<file path="src/hw/ecppl_pkg.sv">
// constants, register map and link carriers of the ecp parallel port block
package ecppl_pkg;
  localparam int AW = 13;
  localparam int PWORD = 8;
  // printed register indexes, byte address is index times four
  localparam logic [10:0] IDX_DATA = 11'h000;
  localparam logic [10:0] IDX_STAT = 11'h001;
  localparam logic [10:0] IDX_CTRL = 11'h002;
  localparam logic [10:0] IDX_FIFO = 11'h400;
  localparam logic [10:0] IDX_CFGB = 11'h401;
  localparam logic [10:0] IDX_XCTL = 11'h402;
  // operating modes
  localparam logic [2:0] MODE_SPP = 3'h0;
  localparam logic [2:0] MODE_PS2 = 3'h1;
  localparam logic [2:0] MODE_COMPAT_FIFO_PORT = 3'h2;
  localparam logic [2:0] MODE_ECP = 3'h3;
  localparam logic [2:0] MODE_EPP = 3'h4;
  localparam logic [2:0] MODE_TEST = 3'h6;
  localparam logic [2:0] MODE_CFG = 3'h7;
  // device control fields
  localparam int CTL_STB = 0;
  localparam int CTL_AFD = 1;
  localparam int CTL_INIT = 2;
  localparam int CTL_SELIN = 3;
  localparam int CTL_ACKIE = 4;
  localparam int CTL_DIR = 5;
  // extended control fields
  localparam int XCTL_MODE = 5;
  localparam int XCTL_NERR = 4;
  localparam int XCTL_DMA = 3;
  localparam int XCTL_SVC = 2;
  localparam int XCTL_FULL = 1;
  localparam int XCTL_EMPTY = 0;
  // reset values and fixed read-back
  localparam logic [7:0] DATA_RST = 8'h00;
  localparam logic [5:0] CTL_RST = 6'h00;
  localparam logic [7:0] XCTL_RST = 8'h00;
  localparam logic [7:0] CFGA_VAL = 8'h10;
  localparam logic [1:0] RESP_OKAY = 2'h0;
  localparam logic [1:0] RESP_SLVERR = 2'h2;
  // fifo and timing
  localparam int FIFO_DEPTH = 16;
  localparam int FIFO_THRESH = 8;
  localparam int CLK_MHZ = 10;
  localparam int STB_NS = 500;
  localparam int STB_CYC = (STB_NS * CLK_MHZ + 999) / 1000;

  typedef struct packed {
    logic [7:0] pd;
    logic nack;
    logic busy;
    logic perror;
    logic select;
    logic nfault;
  } ecppl_lnk_in_t;

  typedef struct packed {
    logic [7:0] pd;
    logic pd_oe;
    logic nstrobe;
    logic nautofd;
    logic ninit;
    logic nselectin;
  } ecppl_lnk_out_t;

  localparam ecppl_lnk_out_t LNK_IDLE = '{pd: 8'h00, pd_oe: 1'b0, nstrobe: 1'b1,
    nautofd: 1'b1, ninit: 1'b1, nselectin: 1'b1};
endpackage

</file>
<file path="src/hw/ecppl_top.sv">
// ecp parallel port: axi4-lite registers, shared fifo and link sequencer
`timescale 1ns/100ps
module ecppl_top #(
  parameter int DEPTH = ecppl_pkg::FIFO_DEPTH,
  parameter int THRESH = ecppl_pkg::FIFO_THRESH
) (
  // clock and reset
  input wire logic sys_clk_i,
  input wire logic nrst_i,
  // axi4-lite write
  input wire logic [ecppl_pkg::AW-1:0] awaddr_i,
  input wire logic awvalid_i,
  output logic awready_o,
  input wire logic [31:0] wdata_i,
  input wire logic [3:0] wstrb_i,
  input wire logic wvalid_i,
  output logic wready_o,
  output logic [1:0] bresp_o,
  output logic bvalid_o,
  input wire logic bready_i,
  // axi4-lite read
  input wire logic [ecppl_pkg::AW-1:0] araddr_i,
  input wire logic arvalid_i,
  output logic arready_o,
  output logic [31:0] rdata_o,
  output logic [1:0] rresp_o,
  output logic rvalid_o,
  input wire logic rready_i,
  // chip configuration
  input wire logic [2:0] cfg_irq_i,
  input wire logic [2:0] cfg_drq_i,
  // system requests
  output logic err_irq_o,
  output logic drq_o,
  // link pins
  input wire ecppl_pkg::ecppl_lnk_in_t lnk_i,
  output ecppl_pkg::ecppl_lnk_out_t lnk_o
);
  import ecppl_pkg::*;

  localparam int CW = $clog2(DEPTH) + 1;

  typedef enum logic [3:0] {
    L_IDLE, L_SETUP, L_STB, L_REL, L_TURN, L_RWAIT, L_RTAKE, L_RPT, L_BACK
  } ecppl_lst_t;

  function automatic logic [10:0] reg_idx(input logic [AW-1:0] a);
    return a[AW-1:2];
  endfunction

  function automatic logic reg_mapped(input logic [10:0] i);
    return (i == IDX_DATA) || (i == IDX_STAT) || (i == IDX_CTRL) ||
      (i == IDX_FIFO) || (i == IDX_CFGB) || (i == IDX_XCTL);
  endfunction

  ecppl_lnk_in_t sync_a;
  ecppl_lnk_in_t pin;
  ecppl_lst_t st;
  logic [7:0] data_latch;
  logic [5:0] dev_ctl;
  logic [2:0] mode;
  logic error_interrupt_enable_n;
  logic dma_request_enable;
  logic service_interrupt_flag;
  logic ecp_m, compat_fifo_port_m, test_m, cfg_m, dir_in;
  logic push_v, push_rdy, pop_v, pop_rdy;
  logic [8:0] push_d, pop_d, lnk_pd;
  logic [CW-1:0] f_cnt;
  logic aw_got, w_got, aw_take, w_take, wr_do, ar_take;
  logic [AW-1:0] wa;
  logic [7:0] wd, rd_mux, last_rd;
  logic wb0;
  logic [10:0] widx, ridx;
  logic bus_push, bus_pop, lnk_push, lnk_pop;
  logic fwd_go, rx_take, rx_cmd, rx_rle, svc_set;
  logic [3:0] stb_cnt;
  logic [6:0] rle_cnt, rpt_left;
  logic [7:0] rpt_byte;
  logic rle_pend;

  // pins are asynchronous; reset to idle levels so no false fault follows reset
  always_ff @(posedge sys_clk_i or negedge nrst_i) begin
    if (!nrst_i) begin
      sync_a <= '{pd: 8'h00, nack: 1'b1, busy: 1'b0, perror: 1'b1, select: 1'b1, nfault: 1'b1};
      pin <= '{pd: 8'h00, nack: 1'b1, busy: 1'b0, perror: 1'b1, select: 1'b1, nfault: 1'b1};
    end else begin
      sync_a <= lnk_i;
      pin <= sync_a;
    end
  end

  assign ecp_m = (mode == MODE_ECP);
  assign compat_fifo_port_m = (mode == MODE_COMPAT_FIFO_PORT);
  assign test_m = (mode == MODE_TEST);
  assign cfg_m = (mode == MODE_CFG);
  assign dir_in = dev_ctl[CTL_DIR] && (mode != MODE_SPP) && !compat_fifo_port_m;

  assign aw_take = awvalid_i && awready_o;
  assign w_take = wvalid_i && wready_o;
  assign wr_do = aw_got && w_got && !bvalid_o;
  assign ar_take = arvalid_i && arready_o;
  assign widx = reg_idx(wa);
  assign ridx = reg_idx(araddr_i);

  // write channel: address and data taken in either order
  always_ff @(posedge sys_clk_i or negedge nrst_i) begin
    if (!nrst_i) begin
      aw_got <= 1'b0;
      w_got <= 1'b0;
      awready_o <= 1'b0;
      wready_o <= 1'b0;
      bvalid_o <= 1'b0;
      bresp_o <= RESP_OKAY;
      wa <= '0;
      wd <= 8'h00;
      wb0 <= 1'b0;
    end else begin
      if (aw_take) begin
        wa <= awaddr_i;
      end
      if (w_take) begin
        wd <= wdata_i[7:0];
        wb0 <= wstrb_i[0];
      end
      aw_got <= !wr_do && (aw_got || aw_take);
      w_got <= !wr_do && (w_got || w_take);
      awready_o <= wr_do || !(aw_got || aw_take);
      wready_o <= wr_do || !(w_got || w_take);
      if (wr_do) begin
        bvalid_o <= 1'b1;
        bresp_o <= reg_mapped(widx) ? RESP_OKAY : RESP_SLVERR;
      end else if (bvalid_o && bready_i) begin
        bvalid_o <= 1'b0;
      end
    end
  end

  // software-written registers
  always_ff @(posedge sys_clk_i or negedge nrst_i) begin
    if (!nrst_i) begin
      data_latch <= DATA_RST;
      dev_ctl <= CTL_RST;
      mode <= XCTL_RST[XCTL_MODE+:3];
      error_interrupt_enable_n <= XCTL_RST[XCTL_NERR];
      dma_request_enable <= XCTL_RST[XCTL_DMA];
    end else if (wr_do && wb0) begin
      if (widx == IDX_DATA && (mode == MODE_SPP || mode == MODE_PS2)) begin
        data_latch <= wd;
      end else if (widx == IDX_CTRL) begin
        dev_ctl <= wd[5:0];
      end else if (widx == IDX_XCTL) begin
        mode <= wd[XCTL_MODE+:3];
        error_interrupt_enable_n <= wd[XCTL_NERR];
        dma_request_enable <= wd[XCTL_DMA];
      end
    end
  end

  // service flag: hardware set beats a software clear in the same cycle
  assign svc_set = !dma_request_enable && (ecp_m || compat_fifo_port_m || test_m) &&
    (dir_in ? (f_cnt >= CW'(THRESH)) : (f_cnt <= CW'(DEPTH - THRESH)));

  always_ff @(posedge sys_clk_i or negedge nrst_i) begin
    if (!nrst_i) begin
      service_interrupt_flag <= XCTL_RST[XCTL_SVC];
    end else if (svc_set) begin
      service_interrupt_flag <= 1'b1;
    end else if (wr_do && wb0 && widx == IDX_XCTL && wd[XCTL_SVC]) begin
      service_interrupt_flag <= 1'b0;
    end
  end

  // fifo traffic: bus fills forward, link fills reverse; if both push in one cycle, as a repeat run can, the link byte is taken
  assign bus_push = wr_do && wb0 &&
    ((widx == IDX_FIFO && (test_m || ((ecp_m || compat_fifo_port_m) && !dir_in))) ||
     (widx == IDX_DATA && ecp_m && !dir_in));
  assign bus_pop = ar_take && ridx == IDX_FIFO && pop_v && (test_m || (ecp_m && dir_in));
  assign push_v = lnk_push || bus_push;
  assign push_d = lnk_push ? lnk_pd : {widx == IDX_DATA, wd};
  assign pop_rdy = lnk_pop || bus_pop;

  // a write to a full fifo is dropped, as the test mode expects
  ecppl_fifo #(
    .W(9),
    .DEPTH(DEPTH)
  ) u_fifo (
    .sys_clk_i(sys_clk_i),
    .nrst_i(nrst_i),
    .in_valid_i(push_v),
    .in_data_i(push_d),
    .in_ready_o(push_rdy),
    .out_valid_o(pop_v),
    .out_data_o(pop_d),
    .out_ready_i(pop_rdy),
    .count_o(f_cnt)
  );

  always_comb begin
    rd_mux = 8'h00;
    if (ridx == IDX_DATA) begin
      rd_mux = (mode == MODE_SPP || mode == MODE_PS2) ? pin.pd : 8'h00;
    end else if (ridx == IDX_STAT) begin
      rd_mux = {!pin.busy, pin.nack, pin.perror, pin.select, pin.nfault, 3'h0};
    end else if (ridx == IDX_CTRL) begin
      rd_mux = {2'h0, dev_ctl};
    end else if (ridx == IDX_FIFO) begin
      // empty test fifo re-reads the last byte
      rd_mux = cfg_m ? CFGA_VAL : (pop_v ? pop_d[7:0] : last_rd);
    end else if (ridx == IDX_CFGB && cfg_m) begin
      // no compressor fitted, so the compress bit reads zero
      rd_mux = {1'b0, err_irq_o, cfg_irq_i, cfg_drq_i};
    end else if (ridx == IDX_XCTL) begin
      rd_mux = {mode, error_interrupt_enable_n, dma_request_enable,
        service_interrupt_flag, !push_rdy, !pop_v};
    end
  end

  // read channel: data registered at the taking edge
  always_ff @(posedge sys_clk_i or negedge nrst_i) begin
    if (!nrst_i) begin
      arready_o <= 1'b0;
      rvalid_o <= 1'b0;
      rdata_o <= 32'h0000_0000;
      rresp_o <= RESP_OKAY;
    end else if (ar_take) begin
      arready_o <= 1'b0;
      rvalid_o <= 1'b1;
      rdata_o <= {24'h00_0000, rd_mux};
      rresp_o <= reg_mapped(ridx) ? RESP_OKAY : RESP_SLVERR;
    end else if (rvalid_o && rready_i) begin
      rvalid_o <= 1'b0;
      arready_o <= 1'b1;
    end else if (!rvalid_o) begin
      arready_o <= 1'b1;
    end
  end

  always_ff @(posedge sys_clk_i or negedge nrst_i) begin
    if (!nrst_i) begin
      err_irq_o <= 1'b0;
      drq_o <= 1'b0;
      last_rd <= 8'h00;
    end else begin
      err_irq_o <= !pin.nfault && !dir_in && !error_interrupt_enable_n;
      drq_o <= dma_request_enable && (ecp_m || compat_fifo_port_m || test_m) &&
        (dir_in ? pop_v : push_rdy);
      if (bus_pop) begin
        last_rd <= pop_d[7:0];
      end
    end
  end

  // link sequencer helpers
  assign fwd_go = st == L_IDLE && (ecp_m || compat_fifo_port_m) && !dir_in && pop_v &&
    !pin.busy && (compat_fifo_port_m || pin.perror);
  assign rx_take = st == L_RWAIT && ecp_m && dir_in && !pin.nack && push_rdy;
  assign rx_cmd = !pin.busy;
  assign rx_rle = rx_cmd && !pin.pd[7];
  assign lnk_pop = fwd_go;
  assign lnk_push = (rx_take && !rx_rle) || (st == L_RPT && push_rdy);
  assign lnk_pd = (st == L_RPT) ? {1'b0, rpt_byte} : {rx_cmd, pin.pd};

  always_ff @(posedge sys_clk_i or negedge nrst_i) begin
    if (!nrst_i) begin
      st <= L_IDLE;
      lnk_o <= LNK_IDLE;
      stb_cnt <= 4'h0;
      rle_cnt <= 7'h00;
      rle_pend <= 1'b0;
      rpt_left <= 7'h00;
      rpt_byte <= 8'h00;
    end else if (!ecp_m && !compat_fifo_port_m) begin
      // plain modes: pins follow the control register
      st <= L_IDLE;
      rle_pend <= 1'b0;
      rpt_left <= 7'h00;
      lnk_o.pd <= test_m ? last_rd : data_latch;
      lnk_o.pd_oe <= !dir_in;
      lnk_o.nstrobe <= !dev_ctl[CTL_STB];
      lnk_o.nautofd <= !dev_ctl[CTL_AFD];
      lnk_o.ninit <= dev_ctl[CTL_INIT];
      lnk_o.nselectin <= !dev_ctl[CTL_SELIN];
    end else begin
      lnk_o.nselectin <= ecp_m || !dev_ctl[CTL_SELIN];
      if (compat_fifo_port_m) begin
        lnk_o.nautofd <= !dev_ctl[CTL_AFD];
        lnk_o.ninit <= dev_ctl[CTL_INIT];
      end
      case (st)
        L_IDLE: begin
          if (ecp_m && dir_in) begin
            lnk_o.pd_oe <= 1'b0;
            lnk_o.ninit <= 1'b0;
            st <= L_TURN;
          end else if (fwd_go) begin
            lnk_o.pd <= pop_d[7:0];
            lnk_o.pd_oe <= 1'b1;
            if (ecp_m) begin
              lnk_o.nautofd <= !pop_d[8];
            end
            st <= L_SETUP;
          end else begin
            lnk_o.pd_oe <= compat_fifo_port_m || pin.perror;
            if (ecp_m) begin
              lnk_o.ninit <= 1'b1;
            end
          end
        end
        L_SETUP: begin
          // data has stood one cycle before the strobe falls
          lnk_o.nstrobe <= 1'b0;
          stb_cnt <= 4'(STB_CYC);
          st <= L_STB;
        end
        L_STB: begin
          if (ecp_m ? pin.busy : (stb_cnt == 4'h1)) begin
            lnk_o.nstrobe <= 1'b1;
            stb_cnt <= 4'(STB_CYC);
            st <= L_REL;
          end else if (stb_cnt != 4'h1) begin
            stb_cnt <= stb_cnt - 4'h1;
          end
        end
        L_REL: begin
          // hold off so the synchronised busy has caught up
          if (stb_cnt != 4'h1) begin
            stb_cnt <= stb_cnt - 4'h1;
          end else if (!pin.busy) begin
            st <= L_IDLE;
          end
        end
        L_TURN: begin
          if (!dir_in) begin
            lnk_o.ninit <= 1'b1;
            st <= L_BACK;
          end else if (!pin.perror) begin
            lnk_o.nautofd <= 1'b0;
            st <= L_RWAIT;
          end
        end
        L_RWAIT: begin
          if (!dir_in) begin
            lnk_o.ninit <= 1'b1;
            lnk_o.nautofd <= 1'b1;
            st <= L_BACK;
          end else if (rx_take) begin
            lnk_o.nautofd <= 1'b1;
            if (rx_rle) begin
              rle_cnt <= pin.pd[6:0];
              rle_pend <= 1'b1;
            end else if (!rx_cmd && rle_pend) begin
              rpt_left <= rle_cnt;
              rpt_byte <= pin.pd;
              rle_pend <= 1'b0;
            end
            st <= L_RTAKE;
          end
        end
        L_RTAKE: begin
          if (pin.nack) begin
            if (rpt_left != 7'h00) begin
              st <= L_RPT;
            end else begin
              lnk_o.nautofd <= 1'b0;
              st <= L_RWAIT;
            end
          end
        end
        L_RPT: begin
          // a full fifo stalls the run, holding hostack high
          if (push_rdy) begin
            rpt_left <= rpt_left - 7'h01;
            if (rpt_left == 7'h01) begin
              lnk_o.nautofd <= 1'b0;
              st <= L_RWAIT;
            end
          end
        end
        L_BACK: begin
          if (pin.perror) begin
            st <= L_IDLE;
          end
        end
        default: begin
          st <= L_IDLE;
        end
      endcase
    end
  end
endmodule

</file>
<file path="src/hw/ecppl_fifo.sv">
// shared byte fifo with valid/ready on both sides
`timescale 1ns/100ps
module ecppl_fifo #(
  parameter int W = 9,
  parameter int DEPTH = 16
) (
  // clock and reset
  input wire logic sys_clk_i,
  input wire logic nrst_i,
  // fill side
  input wire logic in_valid_i,
  input wire logic [W-1:0] in_data_i,
  output logic in_ready_o,
  // drain side
  output logic out_valid_o,
  output logic [W-1:0] out_data_o,
  input wire logic out_ready_i,
  // occupancy
  output logic [$clog2(DEPTH):0] count_o
);
  localparam int PW = $clog2(DEPTH);

  logic [W-1:0] mem [DEPTH];
  logic [PW-1:0] wp;
  logic [PW-1:0] rp;
  logic push;
  logic pop;

  assign in_ready_o = (count_o != (PW+1)'(DEPTH));
  assign out_valid_o = (count_o != '0);
  assign out_data_o = mem[rp];
  assign push = in_valid_i && in_ready_o;
  assign pop = out_valid_o && out_ready_i;

  always_ff @(posedge sys_clk_i) begin
    if (push) begin
      mem[wp] <= in_data_i;
    end
  end

  always_ff @(posedge sys_clk_i or negedge nrst_i) begin
    if (!nrst_i) begin
      wp <= '0;
      rp <= '0;
      count_o <= '0;
    end else begin
      if (push) begin
        wp <= (wp == PW'(DEPTH - 1)) ? '0 : wp + 1'b1;
      end
      if (pop) begin
        rp <= (rp == PW'(DEPTH - 1)) ? '0 : rp + 1'b1;
      end
      if (push && !pop) begin
        count_o <= count_o + 1'b1;
      end else if (pop && !push) begin
        count_o <= count_o - 1'b1;
      end
    end
  end
endmodule

</file>
<file path="config.mk">
export PLATFORM = sky130hd
export DESIGN_NAME = ecppl_top
export DESIGN_NICKNAME = d
export VERILOG_FILES = /design/src/hw/ecppl_pkg.sv /design/src/hw/ecppl_top.sv /design/src/hw/ecppl_fifo.sv
export SDC_FILE = /design/constraint.sdc
export NUM_CORES = 1
export LEC_CHECK = 0
export ABC_AREA = 1
export BUFFER_PORTS_ARGS = -buffer_cell sky130_fd_sc_hd__buf_2
export CORE_AREA = 4 4 163 165
export CTS_BUF_LIST = sky130_fd_sc_hd__clkbuf_2
export CTS_CLUSTER_DIAMETER = 50
export DETAILED_ROUTE_END_ITERATION = 16
export DIE_AREA = 0 0 167 169
export PLACE_DENSITY_LB_ADDON = 0.12
export SLEW_MARGIN = 20
export SYNTH_ARGS = -nofsm -noshare
export SYNTH_HDL_FRONTEND = slang
export SYNTH_SLANG_ARGS = --single-unit
</file>
<file path="constraint.sdc">
create_clock -name sys_clk_i -period 3.4 [get_ports sys_clk_i]
set_input_delay 0 -clock sys_clk_i [delete_from_list [all_inputs] [get_ports sys_clk_i]]
set_output_delay 0 -clock sys_clk_i [all_outputs]
set_load 0.005 [all_outputs]
</file>
==> results of run 1 <==
-- through the flow --
step	setup WS [ps]	instances
after floorplan	613	1503
after global placement	280	1888
after detailed placement	200	1888
after CTS	180	2174
after global routing	6.50	2179
final	137	2179
-- power by group --
part / switching [mW] / internal [mW] / leakage [nW]
clock network: 1.44 / 0.950 / 0.519
registers: 0.188 / 4.20 / 3.24
logic: 1.10 / 0.687 / 3.85
-- layout make-up --
cell class	count	area [um2]	share of cell area, %
diodes	1	2.50	0.0150
clock buffers	111	556	3.32
clock inverters	24	125	0.748
inverters	154	578	3.46
multi-input cells	975	4580	27.4
flip-flops and latches	294	8100	48.4
well taps	330	413	2.47
repair buffers	290	2380	14.2
-- worst max-delay path by stage --
| stage | endpoint | cells past startpoint | startpoint | slack, ps |
|---|---|---|---|---|
| global route | u_fifo.count_o[4] | 20 | st[3] | 6 |
| floorplan | u_fifo.count_o[4] | 21 | st[3] | 610 |
| CTS | u_fifo.count_o[4] | 19 | mode[0] | 180 |
| detailed placement | u_fifo.count_o[4] | 20 | mode[0] | 200 |
| global placement | u_fifo.count_o[4] | 20 | mode[0] | 280 |
| finish | rdata_o[3] | 14 | araddr_i[4] | 140 |
-- layout by cell type, fill, tap and decap left out, types with 45 or more instances in the layout --
cell type / Yosys / routed
buf_2: 14 / 85
dfrtp_1: 138 / 136
nand3_1: 81 / 81
dlygate4sd3_1: 0 / 150
buf_4: 28 / 52
a21oi_1: 45 / 45
nor2_1: 185 / 183
o21ai_0: 155 / 152
clkbuf_2: 0 / 111
nand2_1: 340 / 340
inv_1: 145 / 145
edfxtp_1: 144 / 144
-- routing by layer --
layer / up-vias / wire length [um] / global-route usage (%)
li1: 5509 / - / -
met3: 83 / 3090 / 4.83
met1: 5544 / 16700 / 39.2
met4: 0 / 1060 / 9.71
met5: - / 0 / 0
met2: 500 / 17800 / 42.8
-- critical path: stages --
cell and delay, ps:
dlygate4sd3_1 550, buf_2 130, nor2_1 120, dlygate4sd3_1 610, nand3_1 90, nor2_1 250
nand3_1 390, or2_2 410, a21oi_1 130, dlygate4sd3_1 580, nand2_1 50, nand2_1 50
dlygate4sd3_1 570, a21oi_1 70
-- kinds of logic (layout without fill, tap and decap cells) --
kind of cell	Yosys count	count (layout)	synth area share (%)
xor gates and xnor gates	12	12	0.774
other	1	27	0.0276
DFF	294	294	59.6
AOI/OAI and AO/OA	262	262	10.8
and+or+nand+nor	660	660	19.9
adders and majority gates	14	14	1.34
buffers and inverters	234	579	7.48
muxes	1	1	0.0829
-- sequential cells by signal, summed over array words and instances (netlist names), 5 cells and up --
signal / count
last_rd: 8
lnk_o: 13
rpt_byte: 8
rle_cnt: 7
pin: 13
u_fifo.count_o: 5
wa: 11
sync_a: 13
dev_ctl: 6
rpt_left: 7
wd: 8
rdata_o: 8
u_fifo.mem: 144
data_latch: 8
-- repair_timing --
| item | 4_1_cts | 5_1_grt |
|---|---|---|
| gates resized for setup | 0 | 4 |
| hold buffers | 151 | 0 |
| hold endpoints to repair | 203 | 0 |
| setup endpoints to repair | 0 | 4 |
| buffers inserted | 0 | 4 |
==> metrics.md, run 1 <==
| Metric | Value |
|---|---|
| Outcome | completed |
| Die ar. | 0.0282 mm2 |
| Top post-synthesis cells by count | 340 x nand2_1, 185 x nor2_1, 155 x o21ai_0 |
| CORE AREA | 0.0250 mm2 |
| Crit path capture type | register |
| CP arrival | 4020 ps |
| Actual slew at the worst max-slew pin | 817 ps |
| Final hold slack | 103 ps |
| Clock Path Buffers | 3 |
| Die W | 167 um |
| Cell with the most instances after synthesis | nand2_1 |
| TritonCTS clock tree | yes |
| Maximum VDD drop | 449 uV |
| Via density | 5.34 |
| Min Tclk post-route | 3260 ps |
| Vias | 11,600 |
| Largest net degree at the start of global routing | 74 |
| Drt initial violations | 1,012 |
| Pre-Repair DR Iteration Count | 5 |
| Worst Clk Skew | 83.3 ps |
| Mean post-synth cell area | 9.19 um2 |
| Worst setup path class | in2reg |
| PwrDens | 512 mW/mm2 |
| Top cells by area, synth | edfxtp_1 32%, dfrtp_1 25%, nand2_1 9.4% |
| Final Cell Area | 0.0167 mm2 |
| Cell taking the most area after synthesis | edfxtp_1 |
| Unrepaired setup endpoints after global routing | false |
| CTS root buf | clkbuf_2 |
| Worst-path clk slew | 100 ps |
| Crit path max fanout | 13 |
| Worst min path class | in2reg |
| GRT Total Usage | 27.5% |
| ANT nets after route | 0 |
| Post-synth EDFFs | 144 |
| First-pass GRT wire length | 60,700 um |
| Routed wire length | 38,700 um |
| Worst Path Required | 4150 ps |
| Number of fill cells | 1,979 |
| Hold_sp | araddr_i[7] |
| Main flop type after synthesis | edfxtp_1 |
| Initial antenna violation count | 2 |
| Worst r2r path cells | 17 |
| Number of max-cap violations | 0 |
| RR Endpoint | u_fifo.count_o[4] |
| Fin nets | 1,892 |
| Io pins | 144 |
| Distinct cell type count after synthesis | 48 |
| Max Slew Vio Count | 0 |
| Area delta synth->final | 23.1% |
| Port Buffers | 86 |
| Reg-to-reg slack, setup | 260 ps |
| TritonCTS Sinks | 294 |
| Post-route setup TNS | 0 ps |
| Yosys reg bits | 294 |
| Fin. Hold Viols | 0 |
| Pleak | 7.61 nW |
| Clock latency on the worst-skew pair | 900 ps |
| Crit start category | primary input |
| HPWL after DPL | 23,600 um |
| Rows | 58 |
| Synth top area share | 31.8% |
| Yosys synthesis warning count | 0 |
| DRC errors left | 0 |
| Final period utilization | 96.0% |
| Die Height | 169 um |
| CTS HTree Levels | 3 |
| Tot Pwr | 8.56 mW |
| Hold Path End | rdata_o[6] |
| Synth Instances | 1,478 |
| Post-Synthesis Cell Area | 0.0136 mm2 |
| Final setup fails | 0 |
| CTS Buf Count | 75 |
| Rel. slew slack | 45.4% |
| Fmax | 0.306 GHz |
| Gpl congestion | 0.932 |
| GRT overflow | 0 |
| Sequential fraction of the synthesis area | 59.6% |
| Vias in the first global route | 11,200 |
| Util after Layout | 66.8% |
| Asr flop ratio synth | 51.0% |
| Average wire per standard cell | 17.7 um |
| R2R Path Start | u_fifo.count_o[0] |
| Starting density of the core | 54.3% |
| Share of layout cells above drive strength 1 | 16.5% |
| Hold depth | 10 |
| Post-DP Area | 0.0145 mm2 |
(Power assumes the default switching activity.)
==> run 2, diff against run 1 <==
--- a/config.mk
+++ b/config.mk
@@ -7,6 +7,7 @@
 export LEC_CHECK = 0
 export ABC_AREA = 1
 export BUFFER_PORTS_ARGS = -buffer_cell sky130_fd_sc_hd__buf_2
+export CAP_MARGIN = 20
 export CORE_AREA = 4 4 163 165
 export CTS_BUF_LIST = sky130_fd_sc_hd__clkbuf_2
 export CTS_CLUSTER_DIAMETER = 50
==> constraint.sdc (replaced) <==
create_clock -name sys_clk_i -period 3 [get_ports sys_clk_i]
set_input_delay 0 -clock sys_clk_i [delete_from_list [all_inputs] [get_ports sys_clk_i]]
set_output_delay 0 -clock sys_clk_i [all_outputs]
set_load 0.005 [all_outputs]
==> run 2 against run 1 <==
  * Clock skew grew 23 ps
  * Combinational power up 17%
  * Register-to-register slack got worse by 90 ps
  * Worst setup slack improved by 7.7 ps
  * Clock-buffer cell count is 9 higher
  * Cell count rose by 0.50%
  * Non-clock buffer count is 10 higher
  * Hold slack improved by 160 ps
  * Critical path type unchanged
==> metrics.md, run 2 (synthesized netlist as in run 1, its figures left out) <==
| Metric | Value |
|---|---|
| Worst-path clk slew | 90 ps (about the same) |
| CP Launch Point | araddr_i[4] |
| CORE AREA | 0.0250 mm2 (unchanged) |
| Worst setup path class | in2reg |
| Die Height | 169 um (unchanged) |
| Port Buffers | 86 (unchanged) |
| Rel. slew slack | 44.9% (-0.47 points) |
| Die W | 167 um (unchanged) |
| Clk pwr share | 28.4% (+0.5 points) |
| Fin nets | 1,904 (+0.63%) |
| Io pins | 144 (unchanged) |
| Clock latency on the worst-skew pair | 880 ps (-20 ps) |
| Worst r2r path cells | 21 (+4) |
| Dpl ws | 73.6 ps (-127 ps) |
| Fmax | 0.350 GHz |
| Pre-Repair DR Iteration Count | 10 (+5) |
| Final setup fails | 0 (unchanged) |
| Gpl congestion | 0.922 (-1.1%) |
| Via density | 5.33 (-0.20%) |
| Gate power share | 21.4% (+0.5 points) |
| Largest register FFs | 144 (unchanged) |
| CP dominant cell by count | dlygate4sd3_1 |
| Rows | 58 (unchanged) |
| Worst-path cell chain | dlygate4sd3_1, buf_2, nor2_1, nand3_1, dlygate4sd3_1, nor2_2, nand3_4, o21ai_0, dlygate4sd3_1, nand2_1, dlygate4sd3_1, nand2_1, nand3_1, nand2_1, inv_1 |
| First-pass GRT wire length | 61,700 um (+1.6%) |
| Die ar. | 0.0282 mm2 (unchanged) |
| HPWL after DPL | 24,200 um (+2.6%) |
| Slowest-stage cell, CP | dlygate4sd3_1 |
| Actual slew at the worst max-slew pin | 824 ps (+7.01 ps) |
| DRC errors left | 0 (unchanged) |
| GRT overflow | 0 (unchanged) |
| CP arrival | 3590 ps (-430 ps) |
| Average wire per standard cell | 18.0 um (+1.5%) |
| Outcome | completed |
| Worst min path class | in2reg |
| Pleak | 7.70 nW (+1.2%) |
| R2R Path Start | wa[6] |
| Unrepaired setup endpoints after global routing | true |
| CP peak stage delay | 590 ps (-20 ps) |
| Maximum VDD drop | 567 uV (+26%) |
| Net switching power | 3.16 mW (+16%) |
| Number of max-cap violations | 0 (unchanged) |
| Drt initial violations | 1,237 (+22%) |
| Hold depth | 6 (-4) |
| Vias | 11,700 (+0.30%) |
| Post-DP Area | 0.0146 mm2 (+0.71%) |
| CTS root buf | clkbuf_2 |
| TritonCTS clock tree | yes |
| Largest Register | u_fifo.mem |
| Final period utilization | 95.2% |
| Crit path capture type | register |
| Commonest non-fill, non-tap cell in the layout | nand2_1 |
| Internal Power | 6.69 mW (+15%) |
| Starting density of the core | 54.3% (unchanged) |
| Reg-to-reg slack, setup | 170 ps (-90 ps) |
| Hold_sp | arvalid_i |
| Routed wire length | 39,400 um (+2.0%) |
| ANT nets after route | 0 (unchanged) |
| Fin. Hold Viols | 0 (unchanged) |
| Max Slew Vio Count | 0 (unchanged) |
| CTS Buf Count | 77 (+2.7%) |
| Area delta synth->final | 24.4% |
| Min Tclk post-route | 2860 ps |
| GRT Total Usage | 27.9% (+0.42 points) |
| TritonCTS Sinks | 294 (unchanged) |
| Crit path max fanout | 13 (unchanged) |
| Worst Clk Skew | 106 ps (+23.1 ps) |
| Largest net degree at the start of global routing | 62 (-16%) |
| Vias in the first global route | 11,400 (+1.7%) |
| Clock Path Buffers | 3 (unchanged) |
| Share of layout cells above drive strength 1 | 17.9% (+1.5 points) |
| Sequential power share | 50.3% (-0.9 points) |
| Final setup margin | 144 ps (+7.72 ps) |
| CTS HTree Levels | 3 (unchanged) |
| Crit start category | primary input |
| Most frequent cells in the layout | 338 x nand2_1, 178 x nor2_1, 152 x o21ai_0 |
| PwrDens | 582 mW/mm2 (+14%) |
| Final hold slack | 261 ps (+158 ps) |
| Switch share | 32.1% (+0.21 points) |
| Initial antenna violation count | 2 (unchanged) |
| Worst Path Required | 3730 ps (-420 ps) |
| Final Cell Area | 0.0169 mm2 (+1.0%) |
-- run 2: cell types whose count changed in the layout (fill, tap and decap cells not counted), sizes merged --
cell         delta
dlygate4sd3     +1
clkinv          -8
buf             +9
diode           +2
clkbuf          +9
inv             -2
-- run 2: worst max-delay path: cells and delay by family --
family          cells  cell delay [ps]
buf+inv             6             2450
simple gates        8              920
compound gates      1              230
-- run 2: stage by stage --
step / total power [mW] / instances / utilization [%] / TNS, ps
after detailed placement: 6.59 / 1900 / 58.2 / 0
final: 9.84 / 2190 / 67.5 / 0
after global placement: 6.56 / 1900 / 58.2 / 0
after floorplan: 5.87 / 1503 / - / 0
after CTS: 9.70 / 2186 / 67.1 / 0
after global routing: 10.4 / 2189 / 67.5 / -98.0
-- run 2: power by group through the flow --
stage	combinational (mW)	clock, mW	sequential [mW]
finish	2.10	2.79	4.95
detailed placement	1.61	0	4.98
global placement	1.58	0	4.98
floorplan	0.899	0	4.97
global route	2.31	3.10	4.97
CTS	1.97	2.83	4.90
-- run 2: final cells by class --
class / instances / area, um2
clock inverter: 14 / 92.6
multi-input combinational: 975 / 4650
inverter: 154 / 578
sequential: 294 / 8090
timing repair buffer: 300 / 2470
tap: 330 / 413
antenna: 3 / 7.51
fill: 1980 / 8140
clock buffer: 120 / 601
-- run 2: routing by layer --
| layer | share of wire, % | track usage (%) | vias to the layer above |
|---|---|---|---|
| met4 | 2.6 | 9.50 | 0 |
| met5 | 0 | 0 | - |
| met1 | 42 | 38.9 | 5519 |
| li1 | - | - | 5536 |
| met2 | 46 | 43.7 | 533 |
| met3 | 8.9 | 6.14 | 83 |
-- run 2: worst paths after layout --
check                               endpoint
max                               rdata_o[4]
max reg2reg                u_fifo.count_o[4]
max in group asynchronous           lnk_o[1]
min in group asynchronous          sync_a[4]
min                               rresp_o[1]
min reg2reg                           pin[3]
-- run 2: what timing repair did --
| item | 4_1_cts | 5_1_grt |
|---|---|---|
| hold buffers | 152 | 0 |
| setup buffers | 0 | 1 |
| endpoints found under the setup margin | 0 | 5 |
| gates resized for setup | 0 | 20 |
| hold endpoints to repair | 206 | 0 |
